File: config.mk
export PLATFORM = sky130hd
export DESIGN_NAME = dtc_top
export DESIGN_NICKNAME = d
export VERILOG_FILES = /design/src/logic/dtc_pkg.sv /design/src/logic/dtc_top.sv
export SDC_FILE = /design/constraint.sdc
export NUM_CORES = 1
export LEC_CHECK = 0
export ABC_AREA = 1
export BUFFER_PORTS_ARGS = -buffer_cell sky130_fd_sc_hd__buf_2
export CAP_MARGIN = 20
export CORE_MARGIN = 10
export CORE_UTILIZATION = 30
export DETAILED_ROUTE_END_ITERATION = 7
export GPL_TIMING_DRIVEN = 0
export PLACE_DENSITY = 0.49
export REMOVE_ABC_BUFFERS = 1
export SETUP_SLACK_MARGIN = 0.4
export SYNTH_ARGS = -nofsm -noshare
export SYNTH_HDL_FRONTEND = slang
export SYNTH_SLANG_ARGS = --single-unit
export TNS_END_PERCENT = 1
File: constraint.sdc
create_clock -name i_clk -period 2.5 [get_ports i_clk]
set_input_delay 0.5 -clock i_clk [delete_from_list [all_inputs] [get_ports i_clk]]
set_output_delay 0.5 -clock i_clk [all_outputs]
set_load 0.005 [all_outputs]
File: src/logic/dtc_pkg.sv
// package for the dual timer/counter block: register layout, modes, carriers
package dtc_pkg;
  // special function register addresses
  localparam logic [7:0] TCS_ADDR = 8'h88;
  localparam logic [7:0] TMODE_ADDR = 8'h89;
  localparam logic [7:0] T0L_ADDR = 8'h8a;
  localparam logic [7:0] T1L_ADDR = 8'h8b;
  localparam logic [7:0] T0H_ADDR = 8'h8c;
  localparam logic [7:0] T1H_ADDR = 8'h8d;
  localparam logic [7:0] TCS_RESET = 8'h00;
  localparam logic [7:0] TMODE_RESET = 8'h00;
  localparam logic [7:0] COUNT_RESET = 8'h00;
  localparam logic [7:0] BYTE_ONES = 8'hff;
  localparam logic [4:0] M0_LOW_ONES = 5'h1f;
  // timer_control_status bit positions
  localparam int TCS_TF1 = 7;
  localparam int TCS_TR1 = 6;
  localparam int TCS_TF0 = 5;
  localparam int TCS_TR0 = 4;
  localparam int TCS_IE1 = 3;
  localparam int TCS_IT1 = 2;
  localparam int TCS_IE0 = 1;
  localparam int TCS_IT0 = 0;
  // timer_mode_register field positions, per-timer nibble
  localparam int TMODE_NIB = 4;
  localparam int NIB_GATE = 3;
  localparam int NIB_CSEL = 2;
  localparam int NIB_MODE_HI = 1;
  localparam int NIB_MODE_LO = 0;

  typedef enum logic [1:0] {
    DTC_MODE_13 = 2'h0,
    DTC_MODE_16 = 2'h1,
    DTC_MODE_RELOAD = 2'h2,
    DTC_MODE_SPLIT = 2'h3
  } dtc_mode_t;

  // processor special function register access
  typedef struct packed {
    logic wr;
    logic rd;
    logic [7:0] addr;
    logic [7:0] wdata;
  } dtc_sfr_req_t;

  // interrupt vectoring acknowledges and external pins
  typedef struct packed {
    logic t0_ack;
    logic t1_ack;
    logic x0_ack;
    logic x1_ack;
  } dtc_ack_t;

  typedef struct packed {
    logic [2:0] cnt0;
    logic [2:0] cnt1;
    logic [2:0] irq0;
    logic [2:0] irq1;
  } dtc_sync_t;

  typedef struct packed {
    dtc_sync_t sync;
    logic [7:0] tcs;
    logic [7:0] tmode;
    logic [7:0] t0_low;
    logic [7:0] t0_high;
    logic [7:0] t1_low;
    logic [7:0] t1_high;
    logic [7:0] rdata;
    logic t0_irq;
    logic t1_irq;
    logic x0_irq;
    logic x1_irq;
    logic t1_ovf;
  } dtc_state_t;
endpackage

File: src/logic/dtc_top.sv
// dual timer/counter with shared control/status register
//
// Notes on behaviour
// - mode 1 counts the low and high bytes as one 16-bit register
// - mode 2 counts in the low byte, the high byte holds reload value
// - mode 2 rollover sets overflow flag and copies high byte into low
// - reload leaves the high byte untouched
// - a set overflow flag raises that timer's enabled interrupt request
// - timer 0 and, outside split mode, timer 1 count only with run set and gate clear or external input active
// - mode 3 low byte is an 8-bit counter using timer 0 controls
// - mode 3 low byte takes the internal timebase or external count input
// - mode 3 high byte counts only the internal timebase
// - mode 3 high byte runs only while timer 1 run bit is set
// - mode 3 high byte overflow sets timer 1 overflow flag
// - timer 1 under split mode ignores external clocking, never sets its flag
// - timer 1 overflow pulse stays available under split mode
// - under split mode timer 1 runs in modes 0-2, stops in mode 3
// - setting run never clears the count registers
// - count select one increments on falling edges of the count pin
`timescale 1ns/1ps
`default_nettype none

module dtc_top (
  input wire logic i_clk,
  input wire logic i_resetn,
  input wire dtc_pkg::dtc_sfr_req_t i_sfr,
  input wire dtc_pkg::dtc_ack_t i_ack,
  input wire logic i_timer0_irq_enable,
  input wire logic i_timer1_irq_enable,
  input wire logic i_ext_irq0_polarity,
  input wire logic i_ext_irq1_polarity,
  input wire logic i_timer0_sysclk_select,
  input wire logic i_timer1_sysclk_select,
  input wire logic i_prescale_tick,
  input wire logic i_timer0_count_pin,
  input wire logic i_timer1_count_pin,
  input wire logic i_ext_irq0_input,
  input wire logic i_ext_irq1_input,
  output logic [7:0] o_sfr_rdata,
  output logic o_timer0_irq,
  output logic o_timer1_irq,
  output logic o_ext_irq0_req,
  output logic o_ext_irq1_req,
  output logic o_timer1_overflow
);

  dtc_pkg::dtc_state_t s_q;
  dtc_pkg::dtc_state_t s_d;

  // ------------------------------------------------------------
  // helpers
  // ------------------------------------------------------------
  function automatic logic [3:0] nib(input logic [7:0] tm, input int t);
    nib = tm[t*dtc_pkg::TMODE_NIB +: dtc_pkg::TMODE_NIB];
  endfunction

  // a falling edge is seen while stage three is still high and stage two has gone low
  function automatic logic fell(input logic [2:0] sh);
    fell = (sh[2] == 1'b1) && (sh[1] == 1'b0);
  endfunction

  // the level of a synchronised pin, taken from stage three
  function automatic logic lvl(input logic [2:0] sh);
    lvl = sh[2];
  endfunction

  // ------------------------------------------------------------
  // decoded controls and per-cycle events
  // ------------------------------------------------------------
  logic [3:0] n0;
  logic [3:0] n1;
  dtc_pkg::dtc_mode_t m0;
  dtc_pkg::dtc_mode_t m1;
  logic split;
  logic x0_act;
  logic x1_act;
  logic x0_act_next;
  logic x1_act_next;
  logic en0;
  logic en1;
  logic tick0;
  logic tick1;
  logic int_tick0;
  logic int_tick1;
  logic [15:0] c16;
  logic [8:0] c9;
  logic ovf0;
  logic ovf1;
  logic ovf_th0;
  logic wr_tcs;

  always_comb begin
    n0 = nib(s_q.tmode, 0);
    n1 = nib(s_q.tmode, 1);
    m0 = dtc_pkg::dtc_mode_t'(n0[dtc_pkg::NIB_MODE_HI:dtc_pkg::NIB_MODE_LO]);
    m1 = dtc_pkg::dtc_mode_t'(n1[dtc_pkg::NIB_MODE_HI:dtc_pkg::NIB_MODE_LO]);
    split = (m0 == dtc_pkg::DTC_MODE_SPLIT);
    x0_act = (lvl(s_q.sync.irq0) == i_ext_irq0_polarity);
    x1_act = (lvl(s_q.sync.irq1) == i_ext_irq1_polarity);
    // the level that stage three takes at the next edge; comparing it with the
    // present level finds an edge without a fourth flop per pin
    x0_act_next = (s_q.sync.irq0[1] == i_ext_irq0_polarity);
    x1_act_next = (s_q.sync.irq1[1] == i_ext_irq1_polarity);
    en0 = s_q.tcs[dtc_pkg::TCS_TR0] && (!n0[dtc_pkg::NIB_GATE] || x0_act);
    en1 = s_q.tcs[dtc_pkg::TCS_TR1] && (!n1[dtc_pkg::NIB_GATE] || x1_act);
    // sysclk select makes every cycle a tick, else the prescaler pulse counts
    int_tick0 = i_timer0_sysclk_select || i_prescale_tick;
    int_tick1 = i_timer1_sysclk_select || i_prescale_tick;
    tick0 = n0[dtc_pkg::NIB_CSEL] ? fell(s_q.sync.cnt0) : int_tick0;
    // timer 1 ignores its count pin while timer 0 is split
    tick1 = (n1[dtc_pkg::NIB_CSEL] && !split) ? fell(s_q.sync.cnt1) : int_tick1;
  end

  // ------------------------------------------------------------
  // next state
  // ------------------------------------------------------------
  always_comb begin
    s_d = s_q;
    ovf0 = 1'b0;
    ovf1 = 1'b0;
    ovf_th0 = 1'b0;
    c16 = 16'h0000;
    c9 = 9'h000;
    wr_tcs = i_sfr.wr && (i_sfr.addr == dtc_pkg::TCS_ADDR);
    // three-stage synchronisers
    // only the shift reads stage one; edges and levels use stages two and three
    s_d.sync.cnt0 = {s_q.sync.cnt0[1:0], i_timer0_count_pin};
    s_d.sync.cnt1 = {s_q.sync.cnt1[1:0], i_timer1_count_pin};
    s_d.sync.irq0 = {s_q.sync.irq0[1:0], i_ext_irq0_input};
    s_d.sync.irq1 = {s_q.sync.irq1[1:0], i_ext_irq1_input};

    // software writes first; hardware events below override clears
    if (i_sfr.wr) begin
      unique case (i_sfr.addr)
        dtc_pkg::TCS_ADDR: s_d.tcs = i_sfr.wdata;
        dtc_pkg::TMODE_ADDR: s_d.tmode = i_sfr.wdata;
        dtc_pkg::T0L_ADDR: s_d.t0_low = i_sfr.wdata;
        dtc_pkg::T1L_ADDR: s_d.t1_low = i_sfr.wdata;
        dtc_pkg::T0H_ADDR: s_d.t0_high = i_sfr.wdata;
        dtc_pkg::T1H_ADDR: s_d.t1_high = i_sfr.wdata;
        // unmapped writes change nothing
        default: ;
      endcase
    end
    if (i_ack.t0_ack) begin
      s_d.tcs[dtc_pkg::TCS_TF0] = 1'b0;
    end
    if (i_ack.t1_ack) begin
      s_d.tcs[dtc_pkg::TCS_TF1] = 1'b0;
    end
    if (i_ack.x0_ack) begin
      s_d.tcs[dtc_pkg::TCS_IE0] = 1'b0;
    end
    if (i_ack.x1_ack) begin
      s_d.tcs[dtc_pkg::TCS_IE1] = 1'b0;
    end

    // counting works on held values, run never clears them
    if (en0 && tick0) begin
      unique case (m0)
        dtc_pkg::DTC_MODE_13: begin
          ovf0 = (s_q.t0_high == dtc_pkg::BYTE_ONES) && (s_q.t0_low[4:0] == dtc_pkg::M0_LOW_ONES);
          if (s_q.t0_low[4:0] == dtc_pkg::M0_LOW_ONES) begin
            s_d.t0_high = s_q.t0_high + 8'h01;
          end
          s_d.t0_low = {s_q.t0_low[7:5], s_q.t0_low[4:0] + 5'h01};
        end
        dtc_pkg::DTC_MODE_16: begin
          c16 = {s_q.t0_high, s_q.t0_low} + 16'h0001;
          ovf0 = ({s_q.t0_high, s_q.t0_low} == 16'hffff);
          {s_d.t0_high, s_d.t0_low} = c16;
        end
        // low byte counts, reload keeps high byte
        dtc_pkg::DTC_MODE_RELOAD: begin
          ovf0 = (s_q.t0_low == dtc_pkg::BYTE_ONES);
          s_d.t0_low = ovf0 ? s_q.t0_high : s_q.t0_low + 8'h01;
        end
        // split low byte with timer 0 controls
        dtc_pkg::DTC_MODE_SPLIT: begin
          c9 = {1'b0, s_q.t0_low} + 9'h001;
          ovf0 = c9[8];
          s_d.t0_low = c9[7:0];
        end
      endcase
    end
    // split high byte on internal timebase, gated by timer 1 run
    if (split && s_q.tcs[dtc_pkg::TCS_TR1] && int_tick0) begin
      ovf_th0 = (s_q.t0_high == dtc_pkg::BYTE_ONES);
      s_d.t0_high = s_q.t0_high + 8'h01;
    end

    // under split mode timer 1 runs on mode only, stops in mode 3
    if ((split ? (m1 != dtc_pkg::DTC_MODE_SPLIT) : en1) && tick1) begin
      unique case (m1)
        dtc_pkg::DTC_MODE_13: begin
          ovf1 = (s_q.t1_high == dtc_pkg::BYTE_ONES) && (s_q.t1_low[4:0] == dtc_pkg::M0_LOW_ONES);
          if (s_q.t1_low[4:0] == dtc_pkg::M0_LOW_ONES) begin
            s_d.t1_high = s_q.t1_high + 8'h01;
          end
          s_d.t1_low = {s_q.t1_low[7:5], s_q.t1_low[4:0] + 5'h01};
        end
        dtc_pkg::DTC_MODE_16: begin
          ovf1 = ({s_q.t1_high, s_q.t1_low} == 16'hffff);
          {s_d.t1_high, s_d.t1_low} = {s_q.t1_high, s_q.t1_low} + 16'h0001;
        end
        dtc_pkg::DTC_MODE_RELOAD: begin
          ovf1 = (s_q.t1_low == dtc_pkg::BYTE_ONES);
          s_d.t1_low = ovf1 ? s_q.t1_high : s_q.t1_low + 8'h01;
        end
        // timer 1 holds its count in mode 3
        dtc_pkg::DTC_MODE_SPLIT: ;
      endcase
    end

    // hardware set wins over a same-cycle clear
    if (ovf0) begin
      s_d.tcs[dtc_pkg::TCS_TF0] = 1'b1;
    end
    // split high byte owns the timer 1 flag
    if (split ? ovf_th0 : ovf1) begin
      s_d.tcs[dtc_pkg::TCS_TF1] = 1'b1;
    end
    // timer 1 overflow pulse for baud and converter triggers
    // kept apart from the flag, so split mode still feeds the baud source
    s_d.t1_ovf = ovf1;

    // level or edge detection of the external interrupt inputs
    if (s_q.tcs[dtc_pkg::TCS_IT0]) begin
      if (x0_act_next && !x0_act) begin
        s_d.tcs[dtc_pkg::TCS_IE0] = 1'b1;
      end
    end else begin
      s_d.tcs[dtc_pkg::TCS_IE0] = x0_act;
    end
    if (s_q.tcs[dtc_pkg::TCS_IT1]) begin
      if (x1_act_next && !x1_act) begin
        s_d.tcs[dtc_pkg::TCS_IE1] = 1'b1;
      end
    end else begin
      s_d.tcs[dtc_pkg::TCS_IE1] = x1_act;
    end
    if (wr_tcs) begin
      s_d.tcs[dtc_pkg::TCS_IT0] = i_sfr.wdata[dtc_pkg::TCS_IT0];
      s_d.tcs[dtc_pkg::TCS_IT1] = i_sfr.wdata[dtc_pkg::TCS_IT1];
    end

    // timer interrupt requests follow flags and enables, external requests follow their flags alone
    s_d.t0_irq = s_d.tcs[dtc_pkg::TCS_TF0] && i_timer0_irq_enable;
    s_d.t1_irq = s_d.tcs[dtc_pkg::TCS_TF1] && i_timer1_irq_enable;
    s_d.x0_irq = s_d.tcs[dtc_pkg::TCS_IE0];
    s_d.x1_irq = s_d.tcs[dtc_pkg::TCS_IE1];

    // read data registered one cycle after the read strobe
    if (i_sfr.rd) begin
      unique case (i_sfr.addr)
        dtc_pkg::TCS_ADDR: s_d.rdata = s_q.tcs;
        dtc_pkg::TMODE_ADDR: s_d.rdata = s_q.tmode;
        dtc_pkg::T0L_ADDR: s_d.rdata = s_q.t0_low;
        dtc_pkg::T1L_ADDR: s_d.rdata = s_q.t1_low;
        dtc_pkg::T0H_ADDR: s_d.rdata = s_q.t0_high;
        dtc_pkg::T1H_ADDR: s_d.rdata = s_q.t1_high;
        default: s_d.rdata = 8'h00;
      endcase
    end
  end

  // ------------------------------------------------------------
  // state register
  // ------------------------------------------------------------
  always_ff @(posedge i_clk or negedge i_resetn) begin
    if (!i_resetn) begin
      s_q <= '0;
      s_q.tcs <= dtc_pkg::TCS_RESET;
      s_q.tmode <= dtc_pkg::TMODE_RESET;
      s_q.t0_low <= dtc_pkg::COUNT_RESET;
      s_q.t0_high <= dtc_pkg::COUNT_RESET;
      s_q.t1_low <= dtc_pkg::COUNT_RESET;
      s_q.t1_high <= dtc_pkg::COUNT_RESET;
    end else begin
      s_q <= s_d;
    end
  end

  // ------------------------------------------------------------
  // outputs, each a field of the state register
  // ------------------------------------------------------------
  assign o_sfr_rdata = s_q.rdata;
  assign o_timer0_irq = s_q.t0_irq;
  assign o_timer1_irq = s_q.t1_irq;
  assign o_ext_irq0_req = s_q.x0_irq;
  assign o_ext_irq1_req = s_q.x1_irq;
  assign o_timer1_overflow = s_q.t1_ovf;

endmodule

`default_nettype wire

Word level (Yosys, flattened, before mapping)
Index checks and enable logic that the tools add are counted.
W data, S select, Z words.
{"block": "word_totals", "output_inout_bits": 13, "elab_cells": 133, "regBits": 73, "inputBits": 35}
{"block": "classes", "reduce_logical": 36, "bitwise_logic": 2, "addsub": 9, "eq_ne": 26, "n_mux": 40}
{"cell": "$mux W8", "count": 11}
{"cell": "$eq A8 B8 Y1 const B", "count": 10}
{"cell": "$mux W48", "count": 1}
{"cell": "$pmux W8 S6", "count": 1}
{"cell": "$add A16 B1 Y16 const B", "count": 2}
{"cell": "$add A8 B1 Y8 const B", "count": 4}
{"cell": "$eq A16 B16 Y1 const B", "count": 2}
{"cell": "$mux W16", "count": 2}
{"cell": "$pmux W8 S2", "count": 2}
{"cell": "$pmux W8 S4", "count": 1}
{"cell": "$pmux W8 S3", "count": 1}
{"cell": "$mux W1", "count": 19}
{"cell": "$logic_and A1 B1 Y1", "count": 16}
{"cell": "$add A5 B1 Y5 const B", "count": 2}
{"cell": "$eq A5 B5 Y1 const B", "count": 2}
{"cell": "$add A8 B1 Y9 const B", "count": 1}
{"cell": "$reduce_and A2 Y1", "count": 4}
{"cell": "$reduce_bool A2 Y1", "count": 4}
{"cell": "$eq A2 B2 Y1 const B", "count": 3}
{"cell": "$ne A2 B2 Y1 const B", "count": 3}
{"cell": "$logic_not A1 Y1", "count": 5}
{"cell": "$eq A1 B1 Y1", "count": 4}
{"cell": "$eq A2 B1 Y1 const B", "count": 2}
{"cell": "$logic_not A2 Y1", "count": 2}
{"cell": "other kinds (5)", "count": 9}

Logic depth before layout (Yosys ltp)
Gate-level depths: netlist of run 1.
{"block": "logic_depth", "depth_word": 9, "depth_mapped": 12, "depth_no_buf": 12}

Worst setup path after synthesis of run 1
Ideal clock, no wire load.
{"block": "synth_path", "path_kind": "register -> register", "start": "register s_q[37] (netlist name)", "end": "register s_q[35] (netlist name)", "setup_time_ps": 119, "n_path_buf": 0, "synth_period_minus_slack_ps": 1683, "t_required_ps": 2381, "path_stages_with_launch": 12, "t_arrival_ps": 1564, "path_slack_ps": 817, "cell_sequence": "dfrtp_1 > ha_1 > nand2_1 > nor2_2 > ha_1 > inv_1 > nand2_1 > nand3_1 > nand2_1 > nand3_1 > nor2_1 > nor2_1"}
{"element": "from (decl)", "line": "dtc_top.sv:47", "text": "dtc_pkg::dtc_state_t s_q;"}

==> out/results.tsv, run 1 <==
stage	metric	value	unit
routing	post-DR wirelength/cell	17.44	um
place	dpl cells	999	
grt	number of global-route vias before repair	4879	
finish	FF+latch area	1777	sq um
setup_path	maximum fanout along the worst path	5	
grt	global-route usage over all layers	16.17	%
place	placed inst area	5572	sq um
finish	final non-filler cell area	5932	sq um
timing	setup TNS	0	ps
routing	vias per cell	4.954	
timing	final worst path period share	78.09	%
die	Die Span Y	151.3	um
job	max_cap viols	0	
die	die area	22900	sq um
grt	initial antenna violation count	0	
grt	total congestion overflow	0	
clock_network	TritonCTS clock tree	yes	
logic_synthesis	most instantiated cells after synthesis	nand2_1, inv_1, dfrtp_1	
routing	Vias	5033	
logic_synthesis	Mapped Area	5174	sq um
finish	Synth-to-Final Area Change	14.66	%
finish	final non-filler cell total	1016	
timing	count of final hold-check violations	0	
routing	Total Wirelength	17720	um
logic_synthesis	area leader, netlist	dfrtp_1	
clock_network	H-Tree Depth	3	
die	area of the core	16760	sq um
setup_path	worst endpoint required time	2730	ps
hold_path	Hold Crit Class	primary input to asynchronous set/reset pin	
setup_path	CP arrival	2180	ps
clock_network	Sink Count	71	
clock_network	Clk Tree Root Cell	clkbuf_16	
logic_synthesis	YS warnings	0	
timing	RSZ-0062 raised after global routing	yes	
logic_synthesis	ys async rst share	100.0	%
timing	worst slew pin tran	525.3	ps
die	Ports	48	
routing	TritonRoute pass-1 iters	5	
place	Post-DP HPWL	13860	um
timing	endpoints failing setup	0	
logic_synthesis	Top FF cell, synth	dfrtp_1	
run_status	status	completed	
setup_path	crit end category	flip-flop	
die	Initial Util	30.87	%
timing	Final Skew	14.51	ps
logic_synthesis	post-synthesis register bit count	71	
grt	largest net degree at the start of global routing	56	
logic_synthesis	library cells used by synthesis	45	
place	port bufs	47	
logic_synthesis	Mapped Cells	750	
finish	fin nets	832	
finish	antenna fix cells	0	
clock_network	Worst-path clk slew	70	ps
power_and_ir_drop	leakage power	2.963	nW
setup_path	Startpoint Class	flip-flop	
grt	first-pass GRT wire length	28110	um
routing	ANT nets after route	0	
power_and_ir_drop	total chip power	4.664	mW
finish	fill count	1846	
logic_synthesis	most common cell in the netlist	nand2_1	
logic_synthesis	sequential share of the synthesized area	34.34	%
logic_synthesis	largest cells by area after synthesis	dfrtp_1, nand2_1, inv_1	
die	FP Rows	47	
finish	layout cell share with drive strength beyond 1	15.95	%
timing	fmax	512.2	MHz
timing	Slew Limit Headroom	64.87	%
logic_synthesis	Mapped Avg Cell Area	6.898	sq um
place	GPL Wtd Cong	0.9008	
clock_network	Post-CTS Hold Fix Bufs	0	
clock_network	Clock Latency Late Sink	360	ps
power_and_ir_drop	Max VDD drop	0.3540	mV
logic_synthesis	Post-synth EDFFs	0	
routing	drt drc	0	
power_and_ir_drop	PD cells	786.3	nW/um^2
timing	Slew Limit Fails	0	
timing	Tmin final	1952	ps
die	die width	151.3	um
clock_network	TritonCTS buffer count	9	
routing	Detailed Route Iter0 Violations	364	
clock_network	Max Root-Sink Buffers	2	
finish	area of the multi-input gates	2887	sq um
setup_path	critical path class	flip-flop to flip-flop	
logic_synthesis	Synth top area share	34.34	%
[metal layers]
metal	global-route usage, %	up-vias	share of wire [%]	routed length, um
met2	25.76	149	47	8275
met3	3.580	24	5.7	1017
met4	5.149	0	2.3	411
met5	0	-	0	0
li1	-	2526	-	-
met1	21.24	2334	45	8017
[cell usage in the layout (no fill, tap or decap), drive strengths merged]
cell type  netlist  routed
a21boi           2       2
a21oi           46      46
a22oi            3       3
a2bb2oi          1       1
a31oi            3       3
buf             18      49
bufinv           0       2
clkbuf           1      10
clkinv           0       3
dfrtp           71      71
ha               6       6
inv            104     105
mux2             1       1
nand2          224     224
nand3           59      59
nand3b           2       2
nand4            9       9
nor2            81      81
nor3             7       7
nor3b            1       1
o2111ai          4       4
o211ai           8       8
o21a             3       3
o21ai           67      67
o22ai           14      14
or2              4       4
xnor2            2       2
xor2             9       9
[cell type report]
| class | instances | share of cell area [%] |
|---|---|---|
| Clock inverter | 6 | 1.540 |
| Inverter | 104 | 6.581 |
| Timing Repair Buffer | 49 | 4.598 |
| Sequential cell | 71 | 29.95 |
| Multi-Input combinational cell | 556 | 48.66 |
| Clock buffer | 10 | 4.029 |
| Tap cell | 220 | 4.640 |
[final timing paths]
path	from	to	slack (ps)	cells past startpoint
max	s_q[38]$_DFFE_PN0P_	s_q[35]$_DFF_PN0_	550	11
min	i_resetn	s_q[18]$_DFF_PN0_	20	1
max reg2reg	s_q[38]$_DFFE_PN0P_	s_q[35]$_DFF_PN0_	550	11
min reg2reg	s_d[71]$_DFF_PN0_	s_d[72]$_DFF_PN0_	350	0
max in group asynchronous	i_resetn	s_q[34]$_DFF_PN0_	1920	2
min in group i_clk	i_timer0_count_pin	s_d[71]$_DFF_PN0_	250	1
[stage by stage]
step / hold WS [ps] / utilization (%) / worst slack [ps]
global placement: 332.6 / 33.06 / 259.7
global route: 35.67 / 35.39 / 379.7
finish: 23.19 / 35.39 / 547.8
CTS: 27.93 / 35.26 / 437.1
floorplan: 204.4 / - / 724.4
detailed placement: 334.7 / 33.24 / 317.5
[kinds of logic (layout without fill, tap and decap cells)]
group	count (synthesis)	count (layout)	synth area share [%]
simple gates	387	387	34.78
compound gates	151	151	17.05
buf+inv	123	169	10.30
flops	71	71	34.34
xor+xnor	11	11	1.862
fa+ha+maj	6	6	1.451
mux	1	1	0.2176
[flip-flops by register name (all words and copies together) (netlist names)]
register / count
m0: 2
m1: 2
n0: 2
n1: 2
o_sfr_rdata: 8
o_timer0_irq: 1
o_timer1_irq: 1
o_timer1_overflow: 1
s_d: 8
s_q: 44
[power breakdown]
part | switching (mW) | leakage [nW] | internal, mW
clock | 0.545 | 0.163 | 0.906
combinational | 0.971 | 1.93 | 0.520
sequential | 0.332 | 0.868 | 1.39
total | 1.85 | 2.96 | 2.82
[critical path, cell delays in order, from the launching register on]
cell	delay (ps)
dfrtp_1	410
ha_1	200
nand2_1	120
nor2_4	160
ha_4	180
inv_1	110
nand2_1	140
nand3_2	170
nand2_1	110
nand3_1	80
nor2_1	90
nor2_1	50
[repair_timing]
action / 4_1_cts / 5_1_grt
gates cloned: 0 / 0
gates resized for setup: 2 / 2
pin swaps: 0 / 1
buffers inserted: 0 / 1
setup endpoints to repair: 5 / 8
No activity file was read; power rests on OpenSTA's default activity.
==> run 2, diff against run 1 <==
--- a/config.mk
+++ b/config.mk
@@ -12,7 +12,7 @@
 export CORE_UTILIZATION = 30
 export DETAILED_ROUTE_END_ITERATION = 7
 export GPL_TIMING_DRIVEN = 0
-export PLACE_DENSITY = 0.49
+export PLACE_DENSITY = 0.51
 export REMOVE_ABC_BUFFERS = 1
 export SETUP_SLACK_MARGIN = 0.4
 export SYNTH_ARGS = -nofsm -noshare
==> constraint.sdc (replaced) <==
create_clock -name i_clk -period 1.61 [get_ports i_clk]
set_input_delay 0.322 -clock i_clk [delete_from_list [all_inputs] [get_ports i_clk]]
set_output_delay 0.322 -clock i_clk [all_outputs]
set_load 0.005 [all_outputs]
==> run 2 against run 1 <==
Against the previous run:
- the flow now finishes with violations (setup timing)
- via count grew 3.0%
- first-iteration DRC count shrank 7.4%
- hold slack gained 56 ps
- clock skew shrank 5.2 ps
- largest cell class unchanged
- highest routed layer unchanged
- clock-buffer cell count grew 1
- global-route usage grew 0.20 points
==> out/results.tsv, run 2 (same netlist as run 1, synthesis figures left out) <==
stage	metric	value	unit
run_status	status	finished with violations	
run_status	failing checks	setup timing	
die	FP Rows	47	
setup_path	maximum fanout along the worst path	5	
finish	FF+latch area	1785	sq um
timing	Min Hold Slack	78.95	ps
finish	layout cell share with drive strength beyond 1	27.43	%
finish	Biggest register	s_q	
power_and_ir_drop	Comb power frac	38.2	%
routing	ANT nets after route	0	
clock_network	Sink Count	71	
place	port bufs	47	
grt	initial antenna violation count	0	
power_and_ir_drop	leakage power	3.167	nW
die	Die Span Y	151.3	um
routing	Detailed Route Iter0 Violations	337	
clock_network	H-Tree Depth	3	
setup_path	Crit path largest cell delay	370	ps
timing	setup ws final	-46.07	ps
grt	number of global-route vias before repair	5085	
timing	Tmin final	1656	ps
timing	endpoints failing setup	12	
finish	antenna fix cells	0	
clock_network	Clock Latency Late Sink	350	ps
setup_path	critical path's top delay family	simple AND/OR/NAND/NOR gates	
clock_network	Max Root-Sink Buffers	2	
finish	area of the multi-input gates	3204	sq um
die	area of the core	16760	sq um
setup_path	Startpoint Class	flip-flop	
routing	Total Wirelength	18190	um
finish	fin nets	860	
power_and_ir_drop	Seq pwr share	36.0	%
setup_path	CP arrival	1900	ps
power_and_ir_drop	Internal	4.334	mW
setup_path	most frequent CP cell	nand2_2	
routing	drt drc	0	
timing	worst slew pin tran	464.4	ps
setup_path	critical path class	flip-flop to flip-flop	
finish	fill count	1791	
clock_network	TritonCTS buffer count	9	
timing	Final Skew	9.341	ps
finish	most frequent cells in the layout	nand2_1, inv_1, dfrtp_1	
clock_network	TritonCTS clock tree	yes	
place	placed inst area	5572	sq um
timing	Slew Limit Fails	0	
die	die width	151.3	um
power_and_ir_drop	PD cells	1144	nW/um^2
finish	Final Util	38.60	%
die	Ports	48	
place	GPL Wtd Cong	0.9057	
timing	setup TNS	-275.7	ps
grt	first-pass GRT wire length	28630	um
power_and_ir_drop	Max VDD drop	0.6601	mV
job	max_cap viols	0	
routing	TritonRoute pass-1 iters	5	
finish	Largest register FFs	44	
power_and_ir_drop	total chip power	7.398	mW
timing	count of final hold-check violations	0	
setup_path	Crit-path slowest cell	dfrtp_1	
grt	grt met3 use	3.490	%
die	Initial Util	30.87	%
finish	most common cell after layout, fill and taps aside	nand2_1	
grt	Global Route met2 Usage	25.02	%
finish	Synth-to-Final Area Change	25.03	%
power_and_ir_drop	sw power	3.064	mW
routing	Vias	5183	
grt	total congestion overflow	0	
timing	final worst path period share	102.9	%
power_and_ir_drop	Switching Fraction	41.41	%
grt	largest net degree at the start of global routing	45	
routing	post-DR wirelength/cell	17.43	um
setup_path	Buf/Inv on CP	1	
setup_path	crit end category	flip-flop	
finish	final non-filler cell area	6469	sq um
grt	GR peak layer	met2	
place	Post-DP HPWL	13820	um
grt	global-route usage over all layers	16.37	%
timing	RSZ-0062 raised after global routing	yes	
routing	vias per cell	4.965	
setup_path	critical-path cell list	ha_2 -> nand2_2 -> nor2_4 -> ha_4 -> inv_4 -> nand2_4 -> nand3_4 -> nand2_2 -> nand3_2 -> nor2_2 -> nor2_1	
hold_path	Hold Crit Class	primary input to flip-flop	
timing	Slew Limit Headroom	69.04	%
setup_path	worst reg2reg setup slack	-50	ps
setup_path	worst endpoint required time	1850	ps
timing	fmax	603.8	MHz
die	die area	22900	sq um
clock_network	Clk Tree Root Cell	clkbuf_16	
grt	GRT met1 Usage	21.30	%
power_and_ir_drop	Clk network pwr share	25.8	%
clock_network	Worst-path clk slew	60	ps
==> run 2: changes by cell type in the layout (fill, tap and decap cells not counted), moves of 9 or more <==
cell,before,now
inv_1,95,81
nand2_4,4,13
nor2_1,68,55
nand2_1,209,193
o21ai_0,53,41
buf_4,2,28
==> run 2: power by group through the flow <==
| stage | combinational (mW) | clock [mW] | sequential [mW] |
|---|---|---|---|
| CTS | 2.62 | 1.98 | 2.65 |
| global route | 3.17 | 2.03 | 2.73 |
| detailed placement | 2.25 | 0 | 2.68 |
| finish | 2.83 | 1.91 | 2.66 |
| floorplan | 1.62 | 0 | 2.53 |
| global placement | 2.24 | 0 | 2.69 |
==> run 2: routing by layer <==
metal	vias up	part of all wire [%]
li1	2593	-
met1	2412	45
met2	140	45
met3	38	5.1
met4	0	4.0
met5	-	0
==> run 2: final timing paths <==
path,start,to,cells past startpoint
min reg2reg,s_d[71]$_DFF_PN0_,s_d[72]$_DFF_PN0_,0
max reg2reg,s_q[37]$_DFFE_PN0P_,s_q[35]$_DFF_PN0_,11
max,s_q[37]$_DFFE_PN0P_,s_q[35]$_DFF_PN0_,11
min in group asynchronous,i_resetn,s_q[15]$_DFF_PN0_,2
max in group asynchronous,i_resetn,s_q[41]$_DFFE_PN0P_,3
min,i_timer1_count_pin,s_d[68]$_DFF_PN0_,1
==> run 2: what timing repair did <==
| action | CTS | global route |
|---|---|---|
| endpoints found under the setup margin | 63 | 66 |
| hold endpoints to repair | 27 | 0 |
| setup buffers | 22 | 6 |
| pin swaps | 33 | 23 |
| hold buffers | 1 | 0 |
| resized for setup | 81 | 45 |
==> run 2: area by class of cell <==
cell class	count	area share (%)
multi-input cells	556	49.54
flip-flops and latches	71	27.60
repair buffers	77	8.008
inverters	104	6.325
well taps	220	4.255
clock buffers	11	3.752
clock inverters	5	0.5222
==> run 2: stage by stage <==
step,cells,setup slack (ps)
floorplan,731,-72.87
finish,1044,-46.07
global placement,998,-597.1
global route,1044,-140.6
detailed placement,999,-597.6
CTS,1038,-60.41
